[src/rtl/tfr_pkg.sv]
package tfr_pkg;

  // clock and register port geometry
  localparam int          CLK_PERIOD_NS = 40;
  localparam int          ADDR_W        = 9;
  localparam int          TIMER_W       = 16;
  localparam int          FREE_W        = 32;
  localparam int          RST_W         = 4;

  // register offsets (byte addresses)
  localparam logic [8:0]  OFS_BYTE_TEST    = 9'h064;
  localparam logic [8:0]  OFS_TIMER_CONFIG = 9'h08c;
  localparam logic [8:0]  OFS_TIMER_COUNT  = 9'h090;
  localparam logic [8:0]  OFS_FREE_RUN     = 9'h09c;
  localparam logic [8:0]  OFS_SOFT_RESET   = 9'h1f8;

  // field positions
  localparam int          TIMER_EN_BIT    = 29;
  localparam int          PRELOAD_MSB     = 15;
  localparam int          RST_DIGITAL_BIT = 0;
  localparam int          RST_PORT1_BIT   = 1;
  localparam int          RST_PORT2_BIT   = 2;
  localparam int          RST_VPHY_BIT    = 3;

  // reset values and fixed patterns
  localparam logic [15:0] PRELOAD_RESET     = 16'hffff;
  localparam logic [15:0] PRELOAD_FORCE     = 16'hffff;
  localparam logic [15:0] TIMER_COUNT_RESET = 16'hffff;
  localparam logic [31:0] FREE_RUN_RESET    = 32'h00000000;
  localparam logic [3:0]  SOFT_RESET_RESET  = 4'h0;
  localparam logic [31:0] BYTE_TEST_PATTERN = 32'h87654321;

  // timing: least times round up, longest times round down
  localparam int PHY_HOLD_NS    = 102000;
  localparam int PHY_HOLD_CYC   =
    (PHY_HOLD_NS + CLK_PERIOD_NS - 1) / CLK_PERIOD_NS;
  localparam int FREE_CLEAR_NS  = 160;
  localparam int FREE_CLEAR_CYC =
    (FREE_CLEAR_NS / CLK_PERIOD_NS < 1) ? 1 : FREE_CLEAR_NS / CLK_PERIOD_NS;
  localparam int VPHY_HOLD_CYC  = 4;
  localparam int TIMER_TICK_NS  = 1000;
  localparam int TIMER_TICK_CYC =
    (TIMER_TICK_NS / CLK_PERIOD_NS < 1) ? 1 : TIMER_TICK_NS / CLK_PERIOD_NS;

  // digital reset sequencer, one-hot
  typedef enum logic [3:0] {
    DIG_IDLE  = 4'b0001,
    DIG_HOLD  = 4'b0010,
    DIG_START = 4'b0100,
    DIG_LOAD  = 4'b1000
  } tfr_dig_state_t;

endpackage

[src/rtl/tfr_hold_timer.sv]
`timescale 1ns/1ns
`default_nettype none
// one-shot hold: a start pulse begins a count of CYCLES clocks and a
// one-cycle done pulse marks its end; starts while busy are ignored
module tfr_hold_timer #(
  parameter int CYCLES = 4
) (
  input  wire logic mclk_i,
  input  wire logic rst_n_i,
  input  wire logic start_i,
  output logic      done_o
);

  localparam int CW = (CYCLES > 1) ? $clog2(CYCLES) : 1;
  localparam logic [CW-1:0] LAST = CW'(CYCLES - 1);

  typedef struct packed {
    logic          busy;
    logic [CW-1:0] cnt;
    logic          done;
  } tfr_hold_t;

  tfr_hold_t st;
  tfr_hold_t next_st;

  // count down from the start pulse to zero, then flag done
  always_comb begin
    next_st      = st;
    next_st.done = 1'b0;
    if (!st.busy) begin
      if (start_i) begin
        next_st.busy = 1'b1;
        next_st.cnt  = LAST;
      end
    end else if (st.cnt == '0) begin
      next_st.busy = 1'b0;
      next_st.done = 1'b1;
    end else begin
      next_st.cnt = st.cnt - 1'b1;
    end
  end

  always_ff @(posedge mclk_i or negedge rst_n_i) begin
    if (!rst_n_i) begin
      st <= '0;
    end else begin
      st <= next_st;
    end
  end

  assign done_o = st.done;

endmodule
`default_nettype wire

[src/rtl/tfr_sysctl.sv]
// Summary of operation
// timer runs while enable bit set
// enable falling edge forces preload to ffff
// timer starts at preload and decrements
// timer raises host events at preload interval
// count field shows live timer, resets ffff
// free counter starts zero, counts every clock
// free counter wraps to zero and continues
// free counter clears within 160 ns
// bit 3 resets virtual phy, self-clears
// bits 2 and 1 reset port phys, self-clear
// port phy reset held at least 102 us
// writes ignored while reset bit set
// bit 0 resets core except pll and phys
// digital reset restarts loader, phys untouched
// digital reset restores register defaults
// digital reset aborts loader commands
// digital reset bit clears after release
// host polls byte test after digital reset
// loader cannot write reset control bits
// reset control readable while not ready
// each 16-bit half accessible alone
// host waits for ready before other access
// byte test reads fixed pattern when valid
// timer underflow reloads and flags event
`timescale 1ns/1ns
`default_nettype none
module tfr_sysctl
  import tfr_pkg::*;
#(
  parameter int TICK_CYCLES = TIMER_TICK_CYC,
  parameter int PHY_CYCLES  = PHY_HOLD_CYC,
  parameter int VPHY_CYCLES = VPHY_HOLD_CYC,
  parameter int DIG_CYCLES  = FREE_CLEAR_CYC
) (
  input  wire logic              mclk_i,
  input  wire logic              rstn_i,
  input  wire logic              reg_req_i,
  input  wire logic              reg_wr_i,
  input  wire logic [ADDR_W-1:0] reg_addr_i,
  input  wire logic [31:0]       reg_wdata_i,
  input  wire logic [1:0]        reg_half_i,
  input  wire logic              reg_from_loader_i,
  input  wire logic              loader_done_i,
  output logic [31:0]            reg_rdata_o,
  output logic                   reg_ack_o,
  output logic                   timer_event_o,
  output logic                   chip_reset_o,
  output logic                   port_one_reset_o,
  output logic                   port_two_reset_o,
  output logic                   virtual_port_reset_o,
  output logic                   loader_start_o,
  output logic                   loader_abort_o,
  output logic                   device_ready_o
);

  localparam int TW = (TICK_CYCLES > 1) ? $clog2(TICK_CYCLES) : 1;
  localparam logic [TW-1:0] TICK_LAST = TW'(TICK_CYCLES - 1);

  typedef struct packed {
    tfr_dig_state_t     dig;
    logic [RST_W-1:0]   rst_ctl;
    logic               timer_en;
    logic [TIMER_W-1:0] preload;
    logic [TIMER_W-1:0] tcount;
    logic [TW-1:0]      tick_cnt;
    logic [FREE_W-1:0]  free_cnt;
    logic               timer_event;
    logic               loader_start;
    logic               loader_abort;
    logic               ready;
    logic [31:0]        rdata;
    logic               ack;
  } tfr_state_t;

  tfr_state_t st;
  tfr_state_t next_st;

  logic       rst_meta;
  logic       rst_n;
  logic       wr_hit;
  logic       host_wr;
  logic       rd_hit;
  logic       wr_cfg;
  logic       wr_rst;
  logic [3:0] rst_set;
  logic       dig_done;
  logic       p1_done;
  logic       p2_done;
  logic       vphy_done;
  logic       tick;

  // reset release through two flops; assertion stays asynchronous
  always_ff @(posedge mclk_i or negedge rstn_i) begin
    if (!rstn_i) begin
      rst_meta <= 1'b0;
      rst_n    <= 1'b0;
    end else begin
      rst_meta <= 1'b1;
      rst_n    <= rst_meta;
    end
  end

  // register port decode; the loader path never touches reset bits
  always_comb begin
    wr_hit  = reg_req_i && reg_wr_i;
    rd_hit  = reg_req_i && !reg_wr_i;
    host_wr = wr_hit && !reg_from_loader_i;
    wr_cfg  = 1'b0;
    wr_rst  = 1'b0;
    if (reg_addr_i == OFS_TIMER_CONFIG) begin
      wr_cfg = wr_hit;
    end else if (reg_addr_i == OFS_SOFT_RESET) begin
      wr_rst = host_wr && reg_half_i[0];
    end
  end

  // a bit sets only from a written one while it is still clear
  always_comb begin
    rst_set = '0;
    for (int i = 0; i < RST_W; i++) begin
      rst_set[i] = wr_rst && reg_wdata_i[i] && !st.rst_ctl[i];
    end
  end

  // per-reset hold timers; each done pulse ends its reset, the digital one only while the sequencer is in DIG_HOLD
  tfr_hold_timer #(
    .CYCLES (PHY_CYCLES)
  ) u_hold_port_one (
    .mclk_i  (mclk_i),
    .rst_n_i (rst_n),
    .start_i (rst_set[RST_PORT1_BIT]),
    .done_o  (p1_done)
  );

  tfr_hold_timer #(
    .CYCLES (PHY_CYCLES)
  ) u_hold_port_two (
    .mclk_i  (mclk_i),
    .rst_n_i (rst_n),
    .start_i (rst_set[RST_PORT2_BIT]),
    .done_o  (p2_done)
  );

  tfr_hold_timer #(
    .CYCLES (VPHY_CYCLES)
  ) u_hold_vphy (
    .mclk_i  (mclk_i),
    .rst_n_i (rst_n),
    .start_i (rst_set[RST_VPHY_BIT]),
    .done_o  (vphy_done)
  );

  // the digital hold also covers the free counter clearing time
  tfr_hold_timer #(
    .CYCLES (DIG_CYCLES)
  ) u_hold_digital (
    .mclk_i  (mclk_i),
    .rst_n_i (rst_n),
    .start_i (rst_set[RST_DIGITAL_BIT]),
    .done_o  (dig_done)
  );

  assign tick = st.timer_en && (st.tick_cnt == '0);

  // next-state logic for timer, counters, resets and read port
  always_comb begin
    next_st              = st;
    next_st.timer_event  = 1'b0;
    next_st.loader_start = 1'b0;
    next_st.loader_abort = 1'b0;
    next_st.ack          = rd_hit || wr_hit;

    // free counter wraps naturally at the top of its range
    next_st.free_cnt = st.free_cnt + 1'b1;

    // timer configuration writes, per half
    if (wr_cfg && reg_half_i[0]) begin
      next_st.preload = reg_wdata_i[PRELOAD_MSB:0];
    end
    if (wr_cfg && reg_half_i[1]) begin
      next_st.timer_en = reg_wdata_i[TIMER_EN_BIT];
      if (reg_wdata_i[TIMER_EN_BIT] && !st.timer_en) begin
        // a fresh start counts from the preload written with it, else the stored one
        next_st.tcount   = reg_half_i[0] ? reg_wdata_i[PRELOAD_MSB:0]
                                         : st.preload;
        next_st.tick_cnt = TICK_LAST;
      end
      if (!reg_wdata_i[TIMER_EN_BIT] && st.timer_en) begin
        next_st.preload = PRELOAD_FORCE;
      end
    end

    // timer runs on the tick only while enabled, else holds
    if (st.timer_en && !(wr_cfg && reg_half_i[1])) begin
      next_st.tick_cnt = tick ? TICK_LAST : st.tick_cnt - 1'b1;
      if (tick) begin
        if (st.tcount == '0) begin
          next_st.tcount      = st.preload;
          next_st.timer_event = 1'b1;
        end else begin
          next_st.tcount = st.tcount - 1'b1;
        end
      end
    end

    // self-clearing reset bits: a same-cycle clear wins over the set
    for (int i = 0; i < RST_W; i++) begin
      if (rst_set[i]) begin
        next_st.rst_ctl[i] = 1'b1;
      end
    end
    if (p1_done) begin
      next_st.rst_ctl[RST_PORT1_BIT] = 1'b0;
    end
    if (p2_done) begin
      next_st.rst_ctl[RST_PORT2_BIT] = 1'b0;
    end
    if (vphy_done) begin
      next_st.rst_ctl[RST_VPHY_BIT] = 1'b0;
    end

    // digital reset sequencer
    case (st.dig)
      DIG_IDLE: begin
        if (rst_set[RST_DIGITAL_BIT]) begin
          next_st.dig          = DIG_HOLD;
          next_st.loader_abort = 1'b1;
          next_st.ready        = 1'b0;
        end
      end
      DIG_HOLD: begin
        // core state held at defaults; phy resets stay as they are
        next_st.timer_en = 1'b0;
        next_st.preload  = PRELOAD_RESET;
        next_st.tcount   = TIMER_COUNT_RESET;
        next_st.tick_cnt = '0;
        next_st.free_cnt = FREE_RUN_RESET;
        next_st.timer_event = 1'b0;
        if (dig_done) begin
          next_st.rst_ctl[RST_DIGITAL_BIT] = 1'b0;
          next_st.dig = DIG_START;
        end
      end
      DIG_START: begin
        next_st.loader_start = 1'b1;
        next_st.dig          = DIG_LOAD;
      end
      DIG_LOAD: begin
        if (loader_done_i) begin
          next_st.ready = 1'b1;
          next_st.dig   = DIG_IDLE;
        end
      end
      default: begin
        next_st.dig = DIG_IDLE;
      end
    endcase

    // read data, registered; unmapped offsets read zero
    if (rd_hit) begin
      if (reg_addr_i == OFS_TIMER_CONFIG) begin
        next_st.rdata = {2'b00, st.timer_en, 13'h0000, st.preload};
      end else if (reg_addr_i == OFS_TIMER_COUNT) begin
        next_st.rdata = {16'h0000, st.tcount};
      end else if (reg_addr_i == OFS_FREE_RUN) begin
        next_st.rdata = st.free_cnt;
      end else if (reg_addr_i == OFS_SOFT_RESET) begin
        // served in every state, ready or not
        next_st.rdata = {28'h0000000, st.rst_ctl};
      end else if (reg_addr_i == OFS_BYTE_TEST) begin
        // pattern only once valid, so pollers can see completion
        next_st.rdata = st.ready ? BYTE_TEST_PATTERN
                                 : 32'h00000000;
      end else begin
        next_st.rdata = 32'h00000000;
      end
    end
  end

  // state register; power-up goes straight to a loader run
  always_ff @(posedge mclk_i or negedge rst_n) begin
    if (!rst_n) begin
      st.dig          <= DIG_START;
      st.rst_ctl      <= SOFT_RESET_RESET;
      st.timer_en     <= 1'b0;
      st.preload      <= PRELOAD_RESET;
      st.tcount       <= TIMER_COUNT_RESET;
      st.tick_cnt     <= '0;
      st.free_cnt     <= FREE_RUN_RESET;
      st.timer_event  <= 1'b0;
      st.loader_start <= 1'b0;
      st.loader_abort <= 1'b0;
      st.ready        <= 1'b0;
      st.rdata        <= 32'h00000000;
      st.ack          <= 1'b0;
    end else begin
      st <= next_st;
    end
  end

  // every output is a flop of the state
  assign reg_rdata_o          = st.rdata;
  assign reg_ack_o            = st.ack;
  assign timer_event_o        = st.timer_event;
  assign chip_reset_o         = st.rst_ctl[RST_DIGITAL_BIT];
  assign port_one_reset_o     = st.rst_ctl[RST_PORT1_BIT];
  assign port_two_reset_o     = st.rst_ctl[RST_PORT2_BIT];
  assign virtual_port_reset_o = st.rst_ctl[RST_VPHY_BIT];
  assign loader_start_o       = st.loader_start;
  assign loader_abort_o       = st.loader_abort;
  assign device_ready_o       = st.ready;

endmodule
`default_nettype wire

[config.mk]
export PLATFORM = sky130hd
export DESIGN_NAME = tfr_sysctl
export DESIGN_NICKNAME = d
export VERILOG_FILES = /design/src/rtl/tfr_pkg.sv /design/src/rtl/tfr_hold_timer.sv /design/src/rtl/tfr_sysctl.sv
export SDC_FILE = /design/constraint.sdc
export NUM_CORES = 1
export LEC_CHECK = 0
export BUFFER_PORTS_ARGS = -buffer_cell sky130_fd_sc_hd__buf_2
export CAP_MARGIN = 30
export CORE_MARGIN = 2
export CORE_UTILIZATION = 55
export CTS_CLUSTER_DIAMETER = 120
export DETAILED_ROUTE_END_ITERATION = 8
export HOLD_SLACK_MARGIN = 0.1
export PLACE_DENSITY = 0.75
export SLEW_MARGIN = 40
export SYNTH_ARGS = -nofsm -noshare
export SYNTH_HDL_FRONTEND = slang
export SYNTH_SLANG_ARGS = --single-unit
[constraint.sdc]
create_clock -name mclk_i -period 6.5 [get_ports mclk_i]
set_input_delay 0 -clock mclk_i [delete_from_list [all_inputs] [get_ports mclk_i]]
set_output_delay 0 -clock mclk_i [all_outputs]
set_load 0.02 [all_outputs]
Word-level counts from Yosys, hierarchy flattened
Index checks and enable logic that the tools add are counted.
- $add $sub $neg: 7
- equality and inequality tests: 16
- muxes and demuxes: 63
- reduce and logical (&&, ||, !) cells: 52
- operator list (cell ; number):
    $mux W32 ; 6
    $mux W16 ; 5
    $mux W72 ; 1
    $mux W13 ; 4
    $mux W21 ; 2
    $mux W38 ; 1
    $add A32 B1 Y32 const B ; 1
    $mux W1 ; 29
    $eq A9 B8 Y1 const B ; 3
    $logic_not A12 Y1 ; 2
    $mux W12 ; 2
    $sub A12 B1 Y12 const B ; 2
    $logic_and A1 B1 Y1 ; 18
    $reduce_bool A2 Y1 ; 9
    $logic_not A16 Y1 ; 1
    $pmux W4 S4 ; 1
    $sub A16 B1 Y16 const B ; 1
    $mux W3 ; 4
    $mux W4 ; 3
    $ne A2 B2 Y1 const B ; 5
    $reduce_and A2 Y1 ; 5
    $eq A9 B7 Y1 const B ; 1
    $eq A9 B9 Y1 const B ; 1
    $logic_not A1 Y1 ; 9
    other kinds (15) ; 22
- register bits after elaboration: 153
- input port bits: 49
- output and inout bits: 41
- logic and storage cells: 168

Depth between registers and ports, before layout
Gate-level depths: netlist of run 1.
- depth after elaboration: 10
- mapped depth: 8
- depth with buffers taken out: 7

By module
Synthesis of run 1 repeated with hierarchy kept, for this count alone.
- cell total of the unflattened synthesis: 912
- area, all modules: 8424.3 sq um
- modules (own cells, without submodules) (module ; times used ; cells an instance ; area each (sq um) ; sequential area each (sq um)):
    tfr_sysctl ; 1 ; 734 ; 6520.0 ; 2969.1
    tfr_hold_timer at u_hold_port_one ... ; 2 ; 74 ; 782.0 ; 350.3
    tfr_hold_timer at u_hold_digital ... ; 2 ; 15 ; 170.2 ; 100.1

Worst setup path after synthesis of run 1
Ideal clock, no wire load.
- kind: flip-flop to flip-flop
- start: reg st[69] (netlist name)
- end: reg st[78] (netlist name)
- library setup time: 0.076 ns
- data arrival time: 2.203 ns
- data required time: 6.424 ns
- slack: 4.221 ns
- stages on the path, launching flop included: 8
- buffers on the path: 1
- clock period less this slack: 2.279 ns
- cells stage by stage: dfrtp_1 -> inv_1 -> ha_1 -> or3b_2 -> nor3_2 -> clkbuf_1 -> o211ai_1 -> o211ai_2
- RTL lines (element ; line ; source):
    from (decl) ; tfr_sysctl.sv:76 ; tfr_state_t st;
    from (signal assigned) ; tfr_sysctl.sv:298 ; st <= next_st;

Worst setup path after layout of run 1
- start: in reg_addr_i[6]
- end: reg st (netlist bit device_ready_o)
- cells in the longest elaborated chain, start to end: 7
- elaborated cells between the ends (all ways): 8
- classes of those cells: eq/ne (3); mux (2); reduce/logical (3)
- ends and longest elaborated chain (element ; line ; source):
    from (decl) ; tfr_sysctl.sv:40 ; input wire logic [ADDR_W-1:0] reg_addr_i,
    $eq A9 B9 Y1 ; tfr_sysctl.sv:113 ; end else if (reg_addr_i == OFS_SOFT_RESET) begin
    $mux W1 ; tfr_sysctl.sv:113 ;
    $mux W1 (*) ; tfr_sysctl.sv:111 ; if (reg_addr_i == OFS_TIMER_CONFIG) begin
    $logic_and A1 B1 Y1 (*) (2 in series) ; tfr_sysctl.sv:122 ; rst_set[i] = wr_rst && reg_wdata_i[i] && !st.rst_ctl[i];
    $ne A2 B1 Y1 (no source line) (*) ; -- ;
    $reduce_and A3 Y1 (no source line) (*) ; -- ;
Every way passes the cells marked *; elsewhere a longest branch is shown, timed or not.
A chain may end at the register's enable or synchronous reset.

==> out/qor_table.md, run 1 <==
| Stage | Result | Value |
| --- | --- | --- |
| outcome | Run status | finished clean |
| sta | Maximum frequency from static timing analysis | 348 MHz |
| logic synthesis | EDFF count, synth | 0 |
| sta | Final Setup Violations | 0 |
| logic synthesis | Total of flip-flops plus latches after synthesis | 153 |
| placed design | Sum of net half-perimeters after detailed placement | 13.5 mm |
| floorplanning | Number of rows in the core area | 45 |
| sta | Number of pins exceeding their max-slew limit in the final report | 0 |
| power | Worst VDD drop | 0.222 mV |
| logic synthesis | Part of the Yosys area used for sequential elements | 46.1% |
| clocking | Number of CTS-inserted buffers | 17 |
| sta | Final TNS setup | 0 ns |
| cells and area | Area growth from synthesis to layout | 14.2% |
| power | Clock share of power | 48.6% |
| logic synthesis | Share of flip-flops with an asynchronous set or reset | 100% |
| power | Seq pwr share | 44.6% |
| logic synthesis | Synth Instances | 925 |
| route | Routed vias/inst | 5.94 |
| floorplanning | Chip height | 128 um |
| setup path | Maximum fanout count along the critical path | 6 |
| setup path | Data arrival time of the worst path | 3.19 ns |
| placed design | RePlAce Congestion | 0.892 |
| clocking | Insertion delay to the later sink of the worst-skew pair | 0.43 ns |
| sta | Setup slack of the critical path after layout | 3.63 ns |
| setup path | Critical path's top delay family | buffers and inverters |
| clocking | Total clock sinks | 153 |
| clocking | Clock transition time at the flip-flop clock pins of the worst setup and hold paths | 0.06 ns |
| global routing | All-layer global routing usage | 25.9% |
| logic synthesis | Library cells used by synthesis | 66 |
| setup path | Largest stage delay on the critical path | 0.58 ns |
| logic synthesis | Yosys Warn Count | 0 |
| route | Antenna Nets Post-Route | 0 |
| cells and area | Fraction of final layout cells with drive strength greater than 1 | 19.4% |
| setup path | Crit end category | flop |
| power | Share of power burned in combinational logic | 6.9% |
| logic synthesis | Most common library cells after synthesis | sky130_fd_sc_hd__dfrtp_1, sky130_fd_sc_hd__nand2_1, sky130_fd_sc_hd__nor2_1 |
| logic synthesis | Top_reg_cell synth | sky130_fd_sc_hd__dfrtp_1 |
| power | Leakage component of the power | 0.00410 uW |
| cells and area | Number of antenna repair diodes | 0 |
| setup path | Crit-path most repeated cell | sky130_fd_sc_hd__dlygate4sd3_1 |
| logic synthesis | Portion of synthesized cell area occupied by the leading cell type | 35.8% |
| cells and area | Fin cells | 1177 |
| route | Number of optimization iterations in the first detailed-route pass | 5 |
| logic synthesis | Cell accounting for the most synthesized area | sky130_fd_sc_hd__dfrtp_1 |
| clocking | Root Buffer | sky130_fd_sc_hd__clkbuf_16 |
| placed design | Number of port buffers | 74 |
| floorplanning | Total core area | 15000 um^2 |
| setup path | Crit path required time | 6.81 ns |
| logic synthesis | Top cells by area, synth | sky130_fd_sc_hd__dfrtp_1, sky130_fd_sc_hd__dfstp_2, sky130_fd_sc_hd__nand2_1 |
| floorplanning | Number of I/O pins | 90 |
| clocking | TritonCTS clock tree | done |
| sta | Total count of hold-check failures in the final report | 0 |
| power | Pwr dens | 241 nW/um^2 |
| logic synthesis | Total nets after synthesis | 982 |
| floorplanning | Effective utilization at floorplan | 55.8% |
| clocking | Resize count post-CTS | 0 |
| cells and area | # nets final | 1033 |
| setup path | Slowest cell on crit path | sky130_fd_sc_hd__dlygate4sd3_1 |
| power | P_sw | 529 uW |
| logic synthesis | Leading cell type by number of instances after synthesis | sky130_fd_sc_hd__dfrtp_1 |
| sta | Period Utilization, post-route | 44.2% |
| logic synthesis | Netlist area before placement | 8390 um^2 |
| logic synthesis | Synthesized area per cell | 9.07 um^2 |
| sta | Setup clock skew after layout | 0.00711 ns |
| global routing | Antenna violations before repair | 0 |
| cells and area | Final core utilization | 63.8% |
| global routing | Remaining Overflow, GRT | 0 |
| global routing | Vias in the first global route | 6597 |
| flow run | Max-cap violation count | 0 |
| setup path | Cells traversed along the worst timing path | dlygate4sd3_1 -> buf_2 -> nand2_1 -> dlygate4sd3_1 -> nor4_2 -> buf_4 -> nand4_1 -> nor3_1 -> nor2_1 -> dlygate4sd3_1 |
| placed design | Worst setup slack after placement | 4.09 ns |
| power | Switching power as a share of total power | 22.9% |
| route | Average routed wire per standard cell | 17.1 um |
| route | 1st-iter DRT viols | 573 |
| global routing | Maximum number of pins on one net before global-route repair | 65 |
| route | Routed Wire Length | 20.1 mm |
| route | Via count | 6989 |
| sta | Final worst path period need | 2.87 ns |
| global routing | Global-route wire length before repair | 33.4 mm |
| setup path | WS Path Type | input port to flop |
| floorplanning | Die Width | 128 um |
| setup path | Number of buffers and inverters on the critical path | 5 |
| route | DRC | 0 |
| clocking | Maximum level of the CTS H-tree | 4 |
| sta | Unrepaired setup endpoints after global routing | false |
| power | Internal power contribution | 1780 uW |
| floorplanning | Total Die Area | 16300 um^2 |
| setup path | Startpoint types | input port |
| sta | Least-Margin Pin Slew | 0.751 ns |
| clocking | Clk buf depth | 2 |
| placed design | Placed Instances | 1120 |
| sta | Headroom to the max-slew limit | 48.7% |
| worst hold path | Min-Delay Path Class | input port to flop |
[worst reg2reg max path, stage by stage (launching register included)]
cell	delay (ns)
sky130_fd_sc_hd__dfrtp_1	0.40
sky130_fd_sc_hd__inv_1	0.09
sky130_fd_sc_hd__ha_1	0.19
sky130_fd_sc_hd__or3b_2	0.52
sky130_fd_sc_hd__nor3_2	0.66
sky130_fd_sc_hd__buf_4	0.32
sky130_fd_sc_hd__o211ai_1	0.13
sky130_fd_sc_hd__o211ai_2	0.11
[power groups by stage]
stage	sequential [uW]	combinational, uW	clock (uW)
6_report	1030	159	1120
5_1_grt	1030	178	1180
4_1_cts	1030	160	1140
3_5_place_dp	1040	148	0
3_3_place_gp	1040	143	0
2_1_floorplan	1030	108	0
[per-layer routing]
metal | global-route usage, % | wire length [um]
met1 | 36.5 | 9240
met2 | 39.7 | 9210
met4 | 9.95 | 427
met3 | 5.49 | 1250
met5 | 0 | 0
[sequential cells by signal, summed over array words and instances, names as in the netlist]
register                count
timer_event_o               1
loader_abort_o              1
u_hold_vphy.done_o          1
port_one_reset_o            1
u_hold_digital.done_o       1
u_hold_port_one.st         13
port_two_reset_o            1
rst_meta                    1
u_hold_vphy.st              3
rst_n                       1
loader_start_o              1
u_hold_port_two.done_o      1
reg_ack_o                   1
u_hold_digital.st           3
device_ready_o              1
chip_reset_o                1
u_hold_port_two.st         13
u_hold_port_one.done_o      1
st                         74
virtual_port_reset_o        1
reg_rdata_o                32
[layout by cell type (no fill, tap or decap), types with 6 or more instances in the layout]
cell,synthesis,final
sky130_fd_sc_hd__a211o_1,6,6
sky130_fd_sc_hd__a21oi_1,60,60
sky130_fd_sc_hd__a22o_1,8,8
sky130_fd_sc_hd__and2_1,6,6
sky130_fd_sc_hd__and3_1,8,8
sky130_fd_sc_hd__buf_2,13,74
sky130_fd_sc_hd__buf_4,34,10
sky130_fd_sc_hd__bufinv_16,0,6
sky130_fd_sc_hd__clkbuf_16,0,17
sky130_fd_sc_hd__dfrtp_1,120,119
sky130_fd_sc_hd__dfstp_2,33,33
sky130_fd_sc_hd__dlygate4sd3_1,0,25
sky130_fd_sc_hd__ha_1,8,8
sky130_fd_sc_hd__inv_1,21,21
sky130_fd_sc_hd__mux2_2,12,12
sky130_fd_sc_hd__mux2i_1,14,14
sky130_fd_sc_hd__nand2_1,119,119
sky130_fd_sc_hd__nand2b_1,18,18
sky130_fd_sc_hd__nand3_1,54,54
sky130_fd_sc_hd__nand4_1,11,11
sky130_fd_sc_hd__nor2_1,83,83
sky130_fd_sc_hd__nor2b_1,7,7
sky130_fd_sc_hd__nor3_1,25,24
sky130_fd_sc_hd__nor4_1,16,14
sky130_fd_sc_hd__o211ai_2,9,9
sky130_fd_sc_hd__o21ai_0,50,50
sky130_fd_sc_hd__o21ai_1,6,6
sky130_fd_sc_hd__o22ai_1,10,10
sky130_fd_sc_hd__or3_1,17,17
sky130_fd_sc_hd__or4_1,8,8
sky130_fd_sc_hd__xnor2_1,23,23
sky130_fd_sc_hd__xor2_1,18,18
[path summary, 6_finish.rpt]
path                            depth (start not counted)     startpoint  slack (ns)                      to
worst min register to register                          0          rst_n        0.27         reg_rdata_o[29]
worst max register to register                          7         st[69]        4.02                  st[74]
max in group asynchronous                               1          rst_n        5.17  u_hold_port_two.done_o
worst min-delay path                                    5       reg_wr_i        0.14         reg_rdata_o[28]
min in group asynchronous                               0          rst_n        0.27         reg_rdata_o[29]
worst max-delay path                                   10  reg_addr_i[6]        3.63          device_ready_o
[logic make-up (layout without fill, tap and decap cells)]
| logic type | count (synthesis) | in the layout | synth area share, % |
|---|---|---|---|
| buffers and inverters | 99 | 163 | 6.32 |
| other | 1 | 1 | 0.0447 |
| AO/OA/AOI/OAI | 187 | 187 | 14.2 |
| AND/OR/NAND/NOR | 410 | 410 | 24.6 |
| XOR/XNOR | 41 | 41 | 4.28 |
| adder cells (fa/ha/maj) | 8 | 8 | 1.19 |
| flip-flops | 153 | 153 | 46.1 |
| multiplexers | 26 | 26 | 3.28 |
[metrics by stage]
stage                     total power [uW]  cell area [um^2]  hold WS, ns
after CTS                             2330              9580        0.126
after detailed placement              1190              8660       -0.210
after global placement                1190              8640       -0.214
after floorplan                       1140              8390       -0.296
final                                 2310              9590        0.144
after global routing                  2390              9590        0.160
[repair_timing]
item	in CTS	in global routing
hold endpoints to repair	56	0
hold buffers	25	0
setup buffers	0	0
[area by class of cell]
class	count	area, um^2
multi-input combinational	673	4030
timing repair buffer	110	707
tap	188	235
inverter	21	78.8
clock buffer	19	443
fill	1267	5450
clock inverter	13	223
sequential	153	3870
No activity file was read; power rests on OpenSTA's default activity.
==> inputs of run 2 (changes only) <==
Settings changed: ABC_AREA set to 1, CORE_UTILIZATION 55 to 54, PLACE_DENSITY 0.75 to 0.77.
Clock period 6.5 ns to 2.5 ns, I/O delays scaled along.
==> run 2 against run 1 <==
Count of clock-buffer cells in the layout shrank 2. Global-route usage grew 1.2 points. Area after synthesis grew 9.5%. Combinational power grew to 7.2 times the previous value. Core utilization shrank 1.3 points. Synthesized cell count grew 38%. Clock power grew 120%. Largest cell class unchanged. Routed wire length grew 17%. First-iteration DRC count grew 40%. Sequential cell count is the same. Power grew to 2.9 times the previous value. Die area grew 11%.
==> out/qor_table.md, run 2 <==
| Stage | Result | Value | vs previous |
| --- | --- | --- | --- |
| floorplanning | Number of I/O pins | 90 | unchanged |
| setup path | Slowest cell on crit path | sky130_fd_sc_hd__dlygate4sd3_1 | unchanged |
| sta | Least-Margin Pin Slew | 0.603 ns | was 0.751 ns |
| power | Pwr dens | 641 nW/um^2 | was 241 nW/um^2 |
| route | DRC | 0 | unchanged |
| logic synthesis | Portion of synthesized cell area occupied by the leading cell type | 32.7% | was 35.8% |
| sta | Final worst path period need | 2.07 ns |  |
| setup path | Crit end category | flop | unchanged |
| worst hold path | Capture endpoint of the worst hold path | reg_rdata_o[1] | was reg_rdata_o[28] |
| floorplanning | Effective utilization at floorplan | 55.4% | was 55.8% |
| placed design | Area of placed instances | 9490 um^2 | was 8660 um^2 |
| logic synthesis | Share of flip-flops with an asynchronous set or reset | 100% | unchanged |
| floorplanning | Die Width | 134 um | was 128 um |
| logic synthesis | Most common library cells after synthesis | sky130_fd_sc_hd__nand2_1, sky130_fd_sc_hd__nor2_1, sky130_fd_sc_hd__inv_1 | was sky130_fd_sc_hd__dfrtp_1, sky130_fd_sc_hd__nand2_1, sky130_fd_sc_hd__nor2_1 |
| cells and area | Most common cell after layout, fill and taps aside | sky130_fd_sc_hd__nand2_1 |  |
| logic synthesis | Leading cell type by number of instances after synthesis | sky130_fd_sc_hd__nand2_1 | was sky130_fd_sc_hd__dfrtp_1 |
| cells and area | Fraction of final layout cells with drive strength greater than 1 | 15.3% | was 19.4% |
| global routing | Antenna violations before repair | 0 | unchanged |
| power | Share of power burned in combinational logic | 17.2% | was 6.9% |
| worst hold path | Min-Delay Path Class | input port to flop | unchanged |
| logic synthesis | Cell accounting for the most synthesized area | sky130_fd_sc_hd__dfrtp_1 | unchanged |
| setup path | Count of cells along the worst register-to-register path | 10 | was 7 |
| logic synthesis | Synthesized-area fraction occupied by ao, oa, aoi and oai cells | 7.34% | was 14.2% |
| route | Routed Wire Length | 23.5 mm | was 20.1 mm |
| sta | Worst hold margin | 0.128 ns | was 0.144 ns |
| setup path | Startpoint types | input port | unchanged |
| clocking | Post-CTS setup buffers | 0 | unchanged |
| global routing | Maximum number of pins on one net before global-route repair | 152 | was 65 |
| power | P_sw | 2170 uW | was 529 uW |
| placed design | Sum of net half-perimeters after detailed placement | 16.9 mm | was 13.5 mm |
| cells and area | Most flop-heavy register | st | unchanged |
| route | 1st-iter DRT viols | 801 | was 573 |
| logic synthesis | Total nets after synthesis | 1334 | was 982 |
| power | Switching power as a share of total power | 32.7% | was 22.9% |
| logic synthesis | Top cells by area, synth | sky130_fd_sc_hd__dfrtp_1, sky130_fd_sc_hd__nand2_1, sky130_fd_sc_hd__dfstp_2 | was sky130_fd_sc_hd__dfrtp_1, sky130_fd_sc_hd__dfstp_2, sky130_fd_sc_hd__nand2_1 |
| setup path | Maximum fanout count along the critical path | 6 | unchanged |
| floorplanning | Number of rows in the core area | 47 | was 45 |
| setup path | Crit path required time | 2.81 ns | was 6.81 ns |
| logic synthesis | Top_reg_cell synth | sky130_fd_sc_hd__dfrtp_1 | unchanged |
| cells and area | Top library cells by usage in the layout, fill and taps aside | sky130_fd_sc_hd__nand2_1, sky130_fd_sc_hd__nor2_1, sky130_fd_sc_hd__inv_1, sky130_fd_sc_hd__nand3_1, sky130_fd_sc_hd__dfrtp_1 | was sky130_fd_sc_hd__nand2_1, sky130_fd_sc_hd__dfrtp_1, sky130_fd_sc_hd__nor2_1, sky130_fd_sc_hd__buf_2, sky130_fd_sc_hd__a21oi_1 |
| cells and area | Flip-flop count of the largest register after layout | 74 | unchanged |
| placed design | Placed Instances | 1517 | was 1120 |
| clocking | Insertion delay to the later sink of the worst-skew pair | 0.43 ns | about the same |
| outcome | Run status | finished clean | unchanged |
| logic synthesis | Library cells used by synthesis | 45 | was 66 |
| clocking | Root Buffer | sky130_fd_sc_hd__clkbuf_16 | unchanged |
| flow run | Max-cap violation count | 0 | unchanged |
| logic synthesis | Mux share of post-synthesis cell area | 0% | was 3.28% |
| sta | Total count of hold-check failures in the final report | 0 | unchanged |
| setup path | Reg-to-reg critical path startpoint | st[74] | was st[69] |
| logic synthesis | Netlist area before placement | 9190 um^2 | was 8390 um^2 |
| setup path | Register-to-register setup slack | 0.50 ns | was 4.02 ns |
| power | Power Total | 6640 uW | was 2310 uW |
| sta | Period Utilization, post-route | 82.7% |  |
| logic synthesis | Combinational family with the most area after synthesis | simple AND/OR/NAND/NOR gates | unchanged |
| sta | Final TNS setup | 0 ns | unchanged |
| logic synthesis | Yosys Warn Count | 0 | unchanged |
| sta | Unrepaired setup endpoints after global routing | false | unchanged |
| floorplanning | Total core area | 16600 um^2 | was 15000 um^2 |
| power | Worst VDD drop | 0.461 mV | was 0.222 mV |
| logic synthesis | Total of flip-flops plus latches after synthesis | 153 | unchanged |
| logic synthesis | Synthesized area per cell | 7.20 um^2 | was 9.07 um^2 |
| worst hold path | Cell depth of the worst hold path | 6 | was 5 |
| global routing | Vias in the first global route | 8058 | was 6597 |
| worst hold path | Origin of the worst min-delay path | reg_addr_i[5] | was reg_wr_i |
| setup path | Data arrival time of the worst path | 2.38 ns | was 3.19 ns |
| floorplanning | Total Die Area | 18100 um^2 | was 16300 um^2 |
| clocking | Number of CTS-inserted buffers | 17 | unchanged |
| logic synthesis | Part of the Yosys area used for sequential elements | 42.1% | was 46.1% |
| setup path | Cells traversed along the worst timing path | dlygate4sd3_1 -> buf_2 -> nand2_1 -> nor2_1 -> nand2_1 -> nor2_2 -> nand3_2 -> nor2_1 -> a21oi_1 -> dlygate4sd3_1 | was dlygate4sd3_1 -> buf_2 -> nand2_1 -> dlygate4sd3_1 -> nor4_2 -> buf_4 -> nand4_1 -> nor3_1 -> nor2_1 -> dlygate4sd3_1 |
| setup path | WS Path Type | input port to flop | unchanged |
| cells and area | Area growth from synthesis to layout | 12.7% | was 14.2% |
| setup path | Critical path's top delay family | buffers and inverters | unchanged |
| clocking | Total clock sinks | 153 | unchanged |
| global routing | Global-route wire length before repair | 38.9 mm | was 33.4 mm |
| logic synthesis | Adder-Cell Fraction of Synth Area | 1.09% | was 1.19% |
| setup path | Largest stage delay on the critical path | 0.55 ns | was 0.58 ns |
| setup path | Reg-to-reg critical path endpoint | st[82] | was st[74] |
| route | Routed vias/inst | 5.39 | was 5.94 |
| power | Leakage component of the power | 0.00515 uW | was 0.00410 uW |
| placed design | Number of port buffers | 74 | unchanged |
| logic synthesis | Synth Instances | 1277 | was 925 |
| placed design | RePlAce Congestion | 0.947 | was 0.892 |
| power | Clock share of power | 36.7% | was 48.6% |
| clocking | Clk buf depth | 2 | unchanged |
| setup path | Number of buffers and inverters on the critical path | 3 | was 5 |
| sta | Maximum frequency from static timing analysis | 484 MHz |  |
| route | Antenna Nets Post-Route | 0 | unchanged |
| global routing | All-layer global routing usage | 27.1% | was 25.9% |
| cells and area | Design Area, Final | 10400 um^2 | was 9590 um^2 |
| sta | Number of pins exceeding their max-slew limit in the final report | 0 | unchanged |
| floorplanning | Chip height | 134 um | was 128 um |
| cells and area | # nets final | 1402 | was 1033 |
| route | Average routed wire per standard cell | 14.9 um | was 17.1 um |
| clocking | Clock transition time at the flip-flop clock pins of the worst setup and hold paths | 0.06 ns | about the same |
| clocking | TritonCTS clock tree | done | unchanged |
| route | Number of optimization iterations in the first detailed-route pass | 5 | unchanged |
| sta | Setup clock skew after layout | 0.00775 ns | was 0.00711 ns |
| cells and area | Fin cells | 1578 | was 1177 |
| power | Seq pwr share | 46.1% | was 44.6% |
| route | Via count | 8508 | was 6989 |
| sta | Final Setup Violations | 0 | unchanged |
| cells and area | Number of antenna repair diodes | 0 | unchanged |
| power | Internal power contribution | 4470 uW | was 1780 uW |
| logic synthesis | EDFF count, synth | 0 | unchanged |
| logic synthesis | XOR/XNOR Fraction of Synth Area | 2.29% | was 4.28% |
| logic synthesis | Post-Synth Simple-Gate Area | 36.5% | was 24.6% |
| clocking | Maximum level of the CTS H-tree | 4 | unchanged |
| global routing | Remaining Overflow, GRT | 0 | unchanged |
| sta | Headroom to the max-slew limit | 59.7% | was 48.7% |
[run 2: cell count changes in the layout (fill, tap and decap cells not counted), sizes merged, moves of 19 or more]
cell   before  now
a21oi      60   22
inv        22  151
nand2     120  388
nand3      54  125
nor2       87  160
o21ai      56   96
xnor2      23    4
[run 2: area by class of cell]
cell class | instances | area, um^2
Clock buffer | 17 | 425
Clock inverter | 15 | 135
Fill cell | 1482 | 6220
Inverter | 146 | 548
Multi-Input combinational cell | 915 | 4340
Sequential cell | 153 | 3870
Tap cell | 220 | 275
Timing Repair Buffer | 112 | 758
[run 2: routing by layer]
| layer | global-route usage, % | vias to the layer above | part of all wire, % |
|---|---|---|---|
| met2 | 42.8 | 319 | 45 |
| li1 | - | 4180 | - |
| met3 | 5.71 | 56 | 7.2 |
| met5 | 0 | - | 0 |
| met4 | 11.4 | 0 | 3.3 |
| met1 | 36.6 | 3953 | 44 |
[run 2: metrics by stage]
step,setup WS (ns),utilization (%)
floorplan,0.921,-
global placement,0.600,57.2
detailed placement,0.575,57.2
CTS,0.478,62.3
global route,0.232,62.5
finish,0.433,62.5
[run 2: worst max path at each step]
stage	start	to	slack (ns)	cells after the start
floorplan	rst_n	chip_reset_o	0.92	0
global placement	st[74]	st[87]	0.60	10
detailed placement	st[74]	st[82]	0.58	10
CTS	reg_wr_i	device_ready_o	0.48	10
global route	reg_req_i	device_ready_o	0.23	10
finish	reg_req_i	device_ready_o	0.43	10
[run 2: repair_timing]
item / CTS / global route
gates resized for setup: 0 / 0
hold buffers: 28 / 0
hold endpoints to repair: 83 / 0
[run 2: logic make-up (layout without fill, tap and decap cells)]
| family | after synthesis | count (layout) |
|---|---|---|
| fa+ha+maj | 8 | 8 |
| compound gates | 128 | 128 |
| flops | 153 | 153 |
| xor+xnor | 24 | 24 |
| simple gates | 754 | 754 |
| buf+inv | 209 | 290 |
| other cells | 1 | 1 |
[run 2: power groups by stage]
stage,logic [uW],registers (uW),clock network [uW]
after floorplan,795,3050,0
after global placement,1060,3080,0
after detailed placement,1090,3100,0
after CTS,1130,3050,2470
after global routing,1300,3100,2590
final,1140,3060,2440
[run 2: worst register-to-register path: cells and delay by family, from the launching register on]
| family | cells | cell delay [ns] |
|---|---|---|
| simple gates | 7 | 0.92 |
| flops | 1 | 0.39 |
| buf+inv | 2 | 0.42 |
| fa+ha+maj | 1 | 0.19 |
==> inputs of run 3 (changes only) <==
Clock period 2.5 ns to 1.85 ns, I/O delays scaled along.
==> run 3 against run 2 <==
Critical path depth down 2. Via count up 1.1%. First-iteration DRC count decreased by 9.5%. Core utilization is 0.97 points higher. Clock skew is 0.00097 ns higher. Final cell count is 0.95% higher. Cell area grew 1.6%. Global-route usage grew 0.99 points. Power is 38% higher. Critical endpoint is now u_hold_port_two.st[6]. Highest routed layer unchanged.
==> out/qor_table.md, run 3 (same netlist as run 2, synthesis figures left out) <==
| Stage | Result | Value | vs previous |
| --- | --- | --- | --- |
| global routing | Global-route wire length before repair | 40.2 mm | was 38.9 mm |
| global routing | Maximum number of pins on one net before global-route repair | 71 | was 152 |
| floorplanning | Die Width | 134 um | unchanged |
| setup path | Crit end category | flop | unchanged |
| global routing | Antenna violations before repair | 0 | unchanged |
| placed design | RePlAce Congestion | 0.967 | was 0.947 |
| sta | Least-Margin Pin Slew | 0.520 ns | was 0.603 ns |
| sta | Setup slack of the critical path after layout | 0.105 ns | was 0.433 ns |
| setup path | Slowest cell on crit path | sky130_fd_sc_hd__a21oi_2 | was sky130_fd_sc_hd__dlygate4sd3_1 |
| global routing | Vias in the first global route | 8238 | was 8058 |
| clocking | Total clock sinks | 153 | unchanged |
| power | Worst VDD drop | 0.661 mV | was 0.461 mV |
| sta | Maximum frequency from static timing analysis | 573 MHz |  |
| floorplanning | Total core area | 16600 um^2 | unchanged |
| route | 1st-iter DRT viols | 725 | was 801 |
| sta | Setup clock skew after layout | 0.00871 ns | was 0.00775 ns |
| cells and area | Final core utilization | 63.4% | was 62.5% |
| sta | Total count of hold-check failures in the final report | 0 | unchanged |
| route | Routed Wire Length | 24.4 mm | was 23.5 mm |
| sta | Period Utilization, post-route | 94.3% |  |
| setup path | Startpoint types | flop | was input port |
| placed design | Number of port buffers | 74 | unchanged |
| clocking | Maximum level of the CTS H-tree | 4 | unchanged |
| cells and area | Fraction of final layout cells with drive strength greater than 1 | 17.0% | was 15.3% |
| floorplanning | Effective utilization at floorplan | 55.4% | unchanged |
| floorplanning | Number of I/O pins | 90 | unchanged |
| setup path | Data arrival time of the worst path | 2.11 ns | was 2.38 ns |
| clocking | Clock transition time at the flip-flop clock pins of the worst setup and hold paths | 0.06 ns | about the same |
| route | Routed vias/inst | 5.40 | was 5.39 |
| clocking | Root Buffer | sky130_fd_sc_hd__clkbuf_16 | unchanged |
| cells and area | Area growth from synthesis to layout | 14.5% | was 12.7% |
| setup path | Maximum fanout count along the critical path | 10 | was 6 |
| outcome | Run status | finished clean | unchanged |
| clocking | Insertion delay to the later sink of the worst-skew pair | 0.43 ns | about the same |
| sta | Number of pins exceeding their max-slew limit in the final report | 0 | unchanged |
| route | Via count | 8602 | was 8508 |
| cells and area | Most flop-heavy register | st | unchanged |
| clocking | TritonCTS clock tree | done | unchanged |
| setup path | Crit path required time | 2.21 ns | was 2.81 ns |
| cells and area | Flip-flop count of the largest register after layout | 74 | unchanged |
| route | DRC | 0 | unchanged |
| floorplanning | Number of rows in the core area | 47 | unchanged |
| sta | Headroom to the max-slew limit | 65.2% | was 59.7% |
| flow run | Max-cap violation count | 0 | unchanged |
| route | Number of optimization iterations in the first detailed-route pass | 6 | was 5 |
| worst hold path | Min-Delay Path Class | input port to flop | unchanged |
| cells and area | Most common cell after layout, fill and taps aside | sky130_fd_sc_hd__nand2_1 | unchanged |
| setup path | WS Path Type | flop to flop | was input port to flop |
| cells and area | # nets final | 1417 | was 1402 |
| floorplanning | Total Die Area | 18100 um^2 | unchanged |
| placed design | Sum of net half-perimeters after detailed placement | 17.9 mm | was 16.9 mm |
| clocking | Number of CTS-inserted buffers | 17 | unchanged |
| setup path | Crit-path most repeated cell | sky130_fd_sc_hd__nand2_1 |  |
| power | Pwr dens | 870 nW/um^2 | was 641 nW/um^2 |
| floorplanning | Chip height | 134 um | unchanged |
| cells and area | Number of antenna repair diodes | 0 | unchanged |
| route | Average routed wire per standard cell | 15.3 um | was 14.9 um |
| sta | Final worst path period need | 1.74 ns |  |
| clocking | Clk buf depth | 2 | unchanged |
| setup path | Cells traversed along the worst timing path | inv_1 -> ha_1 -> nand2_1 -> nor2_1 -> a21oi_2 -> nand2_1 -> or2_2 -> nand3_1 | was dlygate4sd3_1 -> buf_2 -> nand2_1 -> nor2_1 -> nand2_1 -> nor2_2 -> nand3_2 -> nor2_1 -> a21oi_1 -> dlygate4sd3_1 |
| global routing | All-layer global routing usage | 28.1% | was 27.1% |
| cells and area | Top library cells by usage in the layout, fill and taps aside | sky130_fd_sc_hd__nand2_1, sky130_fd_sc_hd__nor2_1, sky130_fd_sc_hd__inv_1, sky130_fd_sc_hd__nand3_1, sky130_fd_sc_hd__dfrtp_1 | unchanged |
| sta | Unrepaired setup endpoints after global routing | true | was false |
| power | Leakage component of the power | 0.00524 uW | was 0.00515 uW |
| setup path | Largest stage delay on the critical path | 0.38 ns | was 0.55 ns |
| placed design | Worst setup slack after placement | -0.0302 ns | was 0.575 ns |
| route | Antenna Nets Post-Route | 0 | unchanged |
| global routing | Remaining Overflow, GRT | 0 | unchanged |
| sta | Final Setup Violations | 0 | unchanged |
run 3: stage by stage:
step / instance area, um^2 / TNS [ns] / total power (uW) / cells / hold slack (ns)
2_1_floorplan: 9200 / 0 / 5200 / 1277 / -0.296
3_3_place_gp: 9630 / 0 / 5670 / 1532 / -0.216
3_5_place_dp: 9630 / -0.115 / 5710 / 1532 / -0.214
4_1_cts: 10400 / 0 / 9160 / 1587 / 0.115
5_1_grt: 10500 / -0.171 / 9620 / 1593 / 0.177
6_report: 10500 / 0 / 9160 / 1593 / 0.133
run 3: per-layer routing:
| metal | track usage [%] | vias up | wire, um |
|---|---|---|---|
| li1 | - | 4206 | - |
| met4 | 10.9 | 0 | 729 |
| met5 | 0 | - | 0 |
| met3 | 5.22 | 53 | 1600 |
| met2 | 45.5 | 281 | 11200 |
| met1 | 37.8 | 4062 | 10800 |
run 3: timing repair:
item,4_1_cts,5_1_grt
setup buffers,0,6
hold buffers,23,0
pin swaps,0,3
setup endpoints to repair,8,27
endpoints found under the hold margin,78,0
resized for setup,1,11
run 3: critical path: cells and delay by family, from the launching register on:
family | cells | cell delay [ns]
buffers and inverters | 1 | 0.08
adder cells (fa/ha/maj) | 1 | 0.22
flip-flops | 1 | 0.35
AO/OA/AOI/OAI | 1 | 0.38
AND/OR/NAND/NOR | 5 | 0.64
run 3: report_power, final:
part           total (uW)  switching [uW]  internal (uW)
clock network        3420            1500           1920
registers            4150             401           3750
logic                1590            1030            554
run 3: cell type report:
cell class,instances,area (um^2)
Fill cell,1521,6060
Multi-Input combinational cell,915,4380
Sequential cell,153,3870
Timing Repair Buffer,127,863
Inverter,146,551
Clock buffer,18,439
Tap cell,220,275
Clock inverter,14,143
run 3: final timing paths:
path | from | end | slack [ns] | depth (start not counted)
max in group asynchronous | rst_n | st[91] | 0.96 | 1
worst min register to register | rst_meta | rst_n | 0.35 | 0
worst min-delay path | reg_from_loader_i | port_one_reset_o | 0.13 | 7
worst max-delay path | u_hold_port_two.st[1] | u_hold_port_two.st[6] | 0.11 | 8
worst max register to register | u_hold_port_two.st[1] | u_hold_port_two.st[6] | 0.11 | 8
min in group asynchronous | rstn_i | rst_n | 0.41 | 3
